`src/hw/lsb_pkg.sv`:
```
// Shared constants and types for the logic, shift, bit and branch execution path
//
// Overview of operation
// - Literal AND: accumulator ANDed with 8-bit literal, result to accumulator, zero only.
// - File AND: accumulator ANDed with file register, destination bit picks target, zero only.
// - Signed shift: file bits 7..1 to result 6..0, bit 0 to carry.
// - Signed shift keeps bit 7; destination bit picks accumulator or file.
// - Bit clear: selected file bit forced to zero, others and flags kept.
// - Bit set: selected file bit forced to one, others and flags kept.
// - Literal jump: counter becomes incremented counter plus signed 9-bit offset, flags kept.
// - Literal jump takes two instruction cycles, limited signed range.
// - Accumulator jump: incremented counter plus unsigned accumulator, two cycles, flags kept.
// - Any counter-changing instruction runs its second cycle as a no-operation.
package lsb_pkg;

    // ========================================================
    // Widths
    localparam int DATA_W = 8;
    localparam int FADDR_W = 7;
    localparam int BIT_W = 3;
    localparam int LIT_W = 9;
    localparam int PC_W = 15;

    // ========================================================
    // Reset values and fixed terms
    localparam logic [DATA_W-1:0] ACC_RST = 8'h00;
    localparam logic [PC_W-1:0] PC_RST = 15'h0000;
    localparam logic [PC_W-1:0] PC_STEP = 15'h0001;
    localparam logic [DATA_W-1:0] ZERO_BYTE = 8'h00;
    localparam logic [FADDR_W-1:0] FADDR_RST = 7'h00;
    localparam int MSB_POS = 7;
    localparam int LIT_SIGN_POS = 8;

    // ========================================================
    // Operation codes
    typedef enum logic [2:0] {
        and_literal_into_accumulator,
        and_accumulator_with_file,
        signed_shift_right,
        clear_register_bit,
        set_register_bit,
        pc_relative_jump,
        jump_by_accumulator_offset,
        op_idle
    } lsb_op_t;

endpackage

```
`src/hw/lsb_res_if.sv`:
```
// Result bundle passed from the combinational unit to the sequencer
`timescale 1ns/1ps
interface lsb_res_if;
    import lsb_pkg::*;
    logic acc_we;
    logic [DATA_W-1:0] acc_val;
    logic file_we;
    logic [DATA_W-1:0] file_val;
    logic carry_we;
    logic carry_val;
    logic zero_we;
    logic zero_val;
    logic pc_load;
    logic [PC_W-1:0] pc_val;

    // Unit drives, sequencer consumes
    modport unit (
        output acc_we, acc_val, file_we, file_val, carry_we, carry_val,
        output zero_we, zero_val, pc_load, pc_val
    );
    modport core (
        input acc_we, acc_val, file_we, file_val, carry_we, carry_val,
        input zero_we, zero_val, pc_load, pc_val
    );
endinterface

```
`src/hw/lsb_alu.sv`:
```
// Combinational result unit for the logic, shift, bit and branch operations
`timescale 1ns/1ps
module lsb_alu (
    // Operation and operands
    input wire lsb_pkg::lsb_op_t op,
    input wire logic [lsb_pkg::LIT_W-1:0] lit,
    input wire logic dest_file,
    input wire logic [lsb_pkg::BIT_W-1:0] bit_sel,
    input wire logic [lsb_pkg::DATA_W-1:0] file_data,
    // Current architectural state
    input wire logic [lsb_pkg::DATA_W-1:0] acc,
    input wire logic [lsb_pkg::PC_W-1:0] pc,
    // Results
    lsb_res_if.unit res
);
    import lsb_pkg::*;

    logic [DATA_W-1:0] result;
    logic [PC_W-1:0] pc_inc;
    logic [PC_W-1:0] jump_off;

    // ========================================================
    // Result selection
    always_comb begin
        result = ZERO_BYTE;
        jump_off = PC_RST;
        // Counter plus one points past this instruction
        pc_inc = PC_W'(pc + PC_STEP);
        res.acc_we = 1'b0;
        res.file_we = 1'b0;
        res.carry_we = 1'b0;
        res.carry_val = 1'b0;
        res.zero_we = 1'b0;
        res.pc_load = 1'b0;
        unique case (op)
            and_literal_into_accumulator: begin
                result = acc & lit[DATA_W-1:0];
                res.acc_we = 1'b1;
                res.zero_we = 1'b1;
            end
            and_accumulator_with_file: begin
                result = acc & file_data;
                res.acc_we = !dest_file;
                res.file_we = dest_file;
                res.zero_we = 1'b1;
            end
            signed_shift_right: begin
                result[DATA_W-2:0] = file_data[DATA_W-1:1];
                res.carry_val = file_data[0];
                res.carry_we = 1'b1;
                res.zero_we = 1'b1;
                result[MSB_POS] = file_data[MSB_POS];
                res.acc_we = !dest_file;
                res.file_we = dest_file;
            end
            clear_register_bit: begin
                result = file_data;
                result[bit_sel] = 1'b0;
                res.file_we = 1'b1;
            end
            set_register_bit: begin
                result = file_data;
                result[bit_sel] = 1'b1;
                res.file_we = 1'b1;
            end
            pc_relative_jump: begin
                jump_off = {{(PC_W-LIT_W){lit[LIT_SIGN_POS]}}, lit};
                res.pc_load = 1'b1;
            end
            jump_by_accumulator_offset: begin
                jump_off = {{(PC_W-DATA_W){1'b0}}, acc};
                res.pc_load = 1'b1;
            end
            op_idle: begin
                result = ZERO_BYTE;
            end
        endcase
    end

    // ========================================================
    // Shared outputs
    // zero from result
    assign res.zero_val = (result == ZERO_BYTE);
    assign res.acc_val = result;
    assign res.file_val = result;
    assign res.pc_val = PC_W'(pc_inc + jump_off);

endmodule // lsb_alu

```
`src/hw/lsb_exec.sv`:
```
// Execution sequencer: accumulator, flags, program counter and file write-back
`timescale 1ns/1ps
module lsb_exec (
    // Clock and reset
    input wire logic clock,
    input wire logic srst,
    // Instruction request from the decoder
    input wire logic op_valid,
    input wire lsb_pkg::lsb_op_t op,
    input wire logic [lsb_pkg::LIT_W-1:0] lit,
    input wire logic [lsb_pkg::FADDR_W-1:0] file_addr,
    input wire logic dest_file,
    input wire logic [lsb_pkg::BIT_W-1:0] bit_sel,
    // File register read data, valid with the request
    input wire logic [lsb_pkg::DATA_W-1:0] file_rdata,
    // File register write-back
    output logic file_we,
    output logic [lsb_pkg::FADDR_W-1:0] file_waddr,
    output logic [lsb_pkg::DATA_W-1:0] file_wdata,
    // Architectural state
    output logic [lsb_pkg::DATA_W-1:0] acc,
    output logic carry,
    output logic zero,
    output logic [lsb_pkg::PC_W-1:0] pc,
    // Sequencing
    output logic op_ready,
    output logic op_done
);
    import lsb_pkg::*;

    // ========================================================
    // State
    typedef enum logic {
        lsb_run,
        lsb_flush
    } lsb_phase_t;

    typedef struct packed {
        lsb_phase_t phase;
        logic [DATA_W-1:0] acc;
        logic carry;
        logic zero;
        logic [PC_W-1:0] pc;
        logic file_we;
        logic [FADDR_W-1:0] file_waddr;
        logic [DATA_W-1:0] file_wdata;
        logic done;
        logic ready;
    } lsb_state_t;

    lsb_state_t st_q;
    lsb_state_t st_d;
    logic take;

    lsb_res_if res_bus ();

    // ========================================================
    // Result unit
    lsb_alu u_alu (
        .op(op),
        .lit(lit),
        .dest_file(dest_file),
        .bit_sel(bit_sel),
        .file_data(file_rdata),
        .acc(st_q.acc),
        .pc(st_q.pc),
        .res(res_bus)
    );

    // Requests only land in the run phase
    assign take = op_valid && (st_q.phase == lsb_run);

    // ========================================================
    // Next state
    always_comb begin
        st_d = st_q;
        st_d.file_we = 1'b0; // Write strobe lasts one cycle
        st_d.done = 1'b0;
        unique case (st_q.phase)
            lsb_run: begin
                if (take) begin
                    st_d.done = 1'b1;
                    if (res_bus.acc_we) begin
                        st_d.acc = res_bus.acc_val;
                    end
                    if (res_bus.carry_we) begin
                        st_d.carry = res_bus.carry_val;
                    end
                    if (res_bus.zero_we) begin
                        st_d.zero = res_bus.zero_val;
                    end
                    if (res_bus.file_we) begin
                        st_d.file_we = 1'b1;
                        st_d.file_waddr = file_addr;
                        st_d.file_wdata = res_bus.file_val;
                    end
                    if (res_bus.pc_load) begin
                        st_d.pc = res_bus.pc_val;
                        st_d.phase = lsb_flush;
                    end else begin
                        st_d.pc = PC_W'(st_q.pc + PC_STEP);
                    end
                end
            end
            lsb_flush: begin
                st_d.phase = lsb_run;
            end
        endcase
        // Ready kept as its own flop so the port has no gate behind it
        st_d.ready = (st_d.phase == lsb_run);
    end

    // ========================================================
    // State register
    always_ff @(posedge clock) begin
        if (srst) begin
            st_q.phase <= lsb_run;
            st_q.acc <= ACC_RST;
            st_q.carry <= 1'b0;
            st_q.zero <= 1'b0;
            st_q.pc <= PC_RST;
            st_q.file_we <= 1'b0;
            st_q.file_waddr <= FADDR_RST;
            st_q.file_wdata <= ZERO_BYTE;
            st_q.done <= 1'b0;
            st_q.ready <= 1'b1;
        end else begin
            st_q <= st_d;
        end
    end

    // ========================================================
    // Outputs, all straight from the state register
    assign file_we = st_q.file_we;
    assign file_waddr = st_q.file_waddr;
    assign file_wdata = st_q.file_wdata;
    assign acc = st_q.acc;
    assign carry = st_q.carry;
    assign zero = st_q.zero;
    assign pc = st_q.pc;
    assign op_ready = st_q.ready; // Low during the no-op cycle
    assign op_done = st_q.done;

endmodule // lsb_exec

```
`config.mk`:
```
export PLATFORM = sky130hd
export DESIGN_NAME = lsb_exec
export DESIGN_NICKNAME = d
export VERILOG_FILES = /design/src/hw/lsb_pkg.sv /design/src/hw/lsb_res_if.sv /design/src/hw/lsb_alu.sv /design/src/hw/lsb_exec.sv
export SDC_FILE = /design/constraint.sdc
export NUM_CORES = 1
export LEC_CHECK = 0
export BUFFER_PORTS_ARGS = -buffer_cell sky130_fd_sc_hd__clkbuf_2
export CORE_MARGIN = 8
export CORE_UTILIZATION = 40
export CTS_BUF_LIST = sky130_fd_sc_hd__clkbuf_4 sky130_fd_sc_hd__clkbuf_8
export DETAILED_ROUTE_END_ITERATION = 10
export GPL_TIMING_DRIVEN = 0
export MAX_ROUTING_LAYER = met4
export PLACE_DENSITY = 0.64
export SLEW_MARGIN = 30
export SYNTH_ARGS = -nofsm -noshare
export SYNTH_HDL_FRONTEND = slang
export SYNTH_SLANG_ARGS = --single-unit
```
`constraint.sdc`:
```
create_clock -name clock -period 3.23 [get_ports clock]
set_input_delay 0.323 -clock clock [delete_from_list [all_inputs] [get_ports clock]]
set_output_delay 0.323 -clock clock [all_outputs]
set_load 0.05 [all_outputs]
```
Word-level counts from Yosys, hierarchy flattened
Index checks and enable logic that the tools add are counted.
Widths: inputs -> output; s select.

cells by class
  $add $sub $neg = 2
  $lt $le $gt $ge = 2
  equal/unequal tests = 6
  mux-type cells = 18
  bitwise logic cells = 8
  reduce and logical (&&, ||, !) cells = 16

operators with widths
  kind                   number
  $mux 43                1
  $pmux 8 s5             1
  $pmux 15 s2            1
  $and 8x8->8            3
  $mux 16                1
  $add 15x1->15 const B  1
  $add 15x15->15         1
  $mux 15                1
  $reduce_and 3->1       4
  $eq 3x3->1 const B     3
  $logic_not 8->1        1
  $mux 1                 8
  $mux 8                 1
  $not 8->8              1
  $or 8x8->8             1
  $reduce_or 2->1        4
  $eq 3x2->1 const B     2
  $pmux 1 s2             3
  $reduce_or 3->1        2
  $lt 3x4->1 const B     1
  $demux 1 s3            1
  $eq 3x1->1 const B     1
  $ge 3x1->1 const B     1
  $logic_not 3->1        1
  other kinds (4)        7

storage, ports and cells
  flip-flop bits (word level) = 44
  output and inout bits = 43
  logic and storage cells = 62

Longest topological paths before layout
  depth in word-level cells = 12
  gate-level depth with buffers = 15

Modules after synthesis
Synthesis repeated with hierarchy kept, for this count alone.

second synthesis, totals
  cell total of the unflattened synthesis = 509
  area total of the unflattened synthesis = 3,743.6 µm²

modules (own cells, without submodules)
  module    times used  cells each  area an instance (µm²)  seq. area each (µm²)
  lsb_exec  1           286         2,289.7                 880.8
  lsb_alu   1           223         1,453.9                 0.0

Worst setup path before layout
Ideal clock, no wire load.

  kind = input to register
  start = input op[0]
  end = register, netlist name pc[14]
  data arrival time = 3,138 ps
  required time = 3,107 ps
  slack = -31 ps
  stages on the path = 15
  path buffers = 2
  cell sequence = buf_2 > nor2b_1 > buf_1 > a22oi_1 > nor2b_1 > ha_1 > inv_1 > fa_1 > and2b_1 > o2111ai_2 > a211oi_2 > nor3_1 > nor3b_2 > mux2i_1 > mux2_1

between the ends
  longest elaborated chain between the ends = 4
  elaborated cells on any way between the ends = 7
  classes of those cells = add/sub (1); eq/ne (2); mux (3); reduce/logical (1)

RTL lines
  what                                            line                          RTL
  from (decl)                                     lsb_exec.sv:9                 input wire lsb_pkg::lsb_op_t op,
  $eq 3x3->1                                      lsb_alu.sv:35                 unique case (op)
  $pmux 15 s2 or $reduce_or 2->1 (tied branches)  --
  $add 15x15->15 or $mux 1 (tied branches)        lsb_alu.sv:86, lsb_alu.sv:35
  $mux 15 *                                       lsb_exec.sv:97                if (res_bus.pc_load) begin

Mark *: on every way between the ends. The rest lies on a longest branch, timed or not.
A chain may end at the register's enable or synchronous reset.

Final worst setup path
  start = register, netlist name pc[1]
  end = register, netlist name pc[14]

between the ends
  longest elaborated chain between the ends = 3

RTL lines
  what             line                            RTL
  $add 15x1->15 *  lsb_alu.sv:28, lsb_exec.sv:101
  $add 15x15->15   lsb_alu.sv:86                   assign res.pc_val = PC_W'(pc_inc + jump_off);
  $mux 15 *        lsb_exec.sv:97

Marked as above.

==> impl_metrics.toml <==
[clock_tree]
cts.clk_slew.worst_paths_ns = 0.09
clk_latency_ns = 0.30
cts_root_buf = "clkbuf_8"
ctsHoldBuffers = 0
cts_buffers = 5
cts-htree-levels = 2
cts_buffer_depth = 2
cts_num_sinks = 44
cts_tree = "done"

[timing]
drv_slew = 0
fmax_mhz = 324
worst_hold_slack_ns = 0.251
fin_worst_skew_ns = 0.00822
fin_crit_ns = 3.09
worst_pin_slew_ns = 0.631
setup_viol = 0
hold_viol_final = 0
slew-limit-headroom_pct = 57.9
finalCritPeriodShare_pct = 95.6
setup_tns_ns = 0

[routing]
ant_nets = 0
drtPass1Iterations = 5
vias = 3593
avgViaCountPerCell = 5.56
wirelength_microns = 10500
drc_errors = 0
drt_iter0_drc = 184
routedWlPerCell_microns = 16.3

[global_route]
grt-busiest-layer = "met2"
antenna_found_initial = 0
grtUsageMet2_pct = 29.4
grt_pass1_wl_microns = 17200
grt_use_total_pct = 18.1
met1_usage_pct = 22.4
gr-total-overflow = 0
grt_max_degree = 15
grt_pass1_vias = 3531
use_met3_pct = 2.73

[synth]
syn_avg_cell_area_sq_um = 7.89
synth_area_leaders = "dfxtp_1 (25%), buf_4 (8.5%), nor2_1 (5.5%)"
syn-cell-area_sq_um = 3530
syn_nets = 498
yosys.area.top_type = "dfxtp_1"
synth_common_cells = "nor2_1 (52), dfxtp_1 (44), buf_4 (40)"
yosys_warnings = 0
async_flop_share_pct = 0
yosysMostFrequentCell = "nor2_1"
seq_area_frac_synth_pct = 24.9
synth-edff-count = 0
yosysTopAreaCellShare_pct = 24.9
ys_types = 65
postSynthCellCount = 448
synth_flop_cell = "dfxtp_1"
ys_ff_latch = 44

[layout]
syn2layout_area_growth_pct = 23.8
stdcell_count = 646
fin_util_pct = 50.7
seq_area_sq_um = 897
drive_gt1_share_pct = 33.5
num_antenna_cells = 0
multi_input_area_sq_um = 2330
finalNetCount = 587
nFillCells = 845

[placement]
dp_hpwl_microns = 8070
port_buffers = 74
dp_cells = 630
place_congestion = 0.885

[power]
clkPwrFrac_pct = 30.6
share_comb_of_total_power_pct = 29.4
swShare_pct = 34.7
power_mw = 1.51
p_per_area_nw_per_um2 = 345
peakVddDrop_mv = 0.244
p_leak_nw = 2.00
power.switching_mw = 0.524
power_frac_seq_pct = 40.0
intPower_mw = 0.987

[setup_path]
cp_data_required_time_ns = 3.43
critPathMaxFanout = 6
cp-start-kind = "flop"
cp.arrival_ns = 3.29
crit_type = "flop to flop"
cp-end-kind = "flop"
r2r_slack_ns = 0.14

[hold_path]
hold_path_class = "input pin to flop"

[job]
drv_cap = 0

[floorplan]
core_area_sq_um = 8640
rows = 34
die_y_microns = 110
ioPinCount = 77
start_util_pct = 40.9
die_width_microns = 110
fp.dieArea_sq_um = 12100

[status]
outcome = "completed"
sequential cells by signal, indices dropped and copies added (netlist names):
signal      count
op_done         1
file_wdata      8
file_we         1
carry           1
op_ready        1
st_q            1
pc             15
acc             8
zero            1
file_waddr      7
power groups by stage:
stage / combinational, mW / clock, mW / sequential (mW)
2_1_floorplan: 0.319 / 0 / 0.613
3_3_place_gp: 0.430 / 0 / 0.613
3_5_place_dp: 0.434 / 0 / 0.613
4_1_cts: 0.436 / 0.481 / 0.602
5_1_grt: 0.482 / 0.498 / 0.608
6_report: 0.445 / 0.462 / 0.604
cell type report:
type,count,share of cell area [%]
Multi-Input combinational cell,334,53.2
Clock buffer,6,1.89
Timing Repair Buffer,83,10.0
Clock inverter,2,0.886
Tap cell,108,3.09
Buffer,59,9.61
Inverter,10,0.858
Sequential cell,44,20.5
placed cells by master (no fill, tap or decap), drive strengths merged, types with 2 or more instances in the layout:
master	n
ha	15
nand3	12
or2	2
nand3b	3
o22ai	4
buf	58
and3	4
dfxtp	44
a22oi	10
a211o	3
clkbuf	90
a311oi	6
mux2i	9
nand4	7
nor3b	4
a21o	16
a211oi	23
inv	10
o21ai	23
a21boi	3
nor2	53
xnor2	14
nor2b	14
a31oi	3
a21oi	14
xor2	7
nand2b	3
and2b	2
nor3	13
nor4	2
o21a	6
nand2	36
a221oi	9
layer usage:
metal / vias up / wire length (microns)
li1: 1767 / -
met1: 1680 / 4740
met2: 122 / 5050
met3: 24 / 512
met4: 0 / 238
met5: - / 0
stage by stage:
step / setup slack [ns] / area [sq um]
3_3_place_gp: -0.485 / 4040
2_1_floorplan: 0.0673 / 3540
6_report: 0.142 / 4380
4_1_cts: 0.00166 / 4210
5_1_grt: -0.00577 / 4380
3_5_place_dp: -0.574 / 4050
critical path, cell delays in order (launching register included):
cell      delay (ns)
dfxtp_2         0.42
ha_4            0.19
nand3_4         0.13
nor3_4          0.25
nand2_1         0.14
xnor2_1         0.17
ha_1            0.35
a211oi_2        0.29
a211o_1         0.16
nand4_1         0.10
nor3b_2         0.22
mux2i_1         0.25
mux2_1          0.33
cells by family (layout without fill, tap and decap cells):
group	count (synthesis)	after routing	share of synthesized area (%)
adder cells (fa/ha/maj)	17	17	6.16
buffers and inverters	70	160	12.6
flip-flops	44	44	24.9
XOR/XNOR	21	21	5.20
AO/OA/AOI/OAI	127	127	25.8
multiplexers	10	10	2.87
AND/OR/NAND/NOR	159	159	22.4
path summary, 6_finish.rpt:
path / startpoint / to / cells past startpoint
worst max-delay path: pc[1] / pc[14] / 12
worst max register to register: pc[1] / pc[14] / 12
worst min register to register: file_waddr[1] / file_waddr[1] / 2
worst min-delay path: file_addr[3] / file_waddr[3] / 3
what timing repair did:
action                                  CTS  global route
gates cloned                              0             0
endpoints found under the setup margin    1             1
resized for setup                        10            28
pin swaps                                 2             8
setup buffers                             1             8
Power figures use the tool's default switching activity.
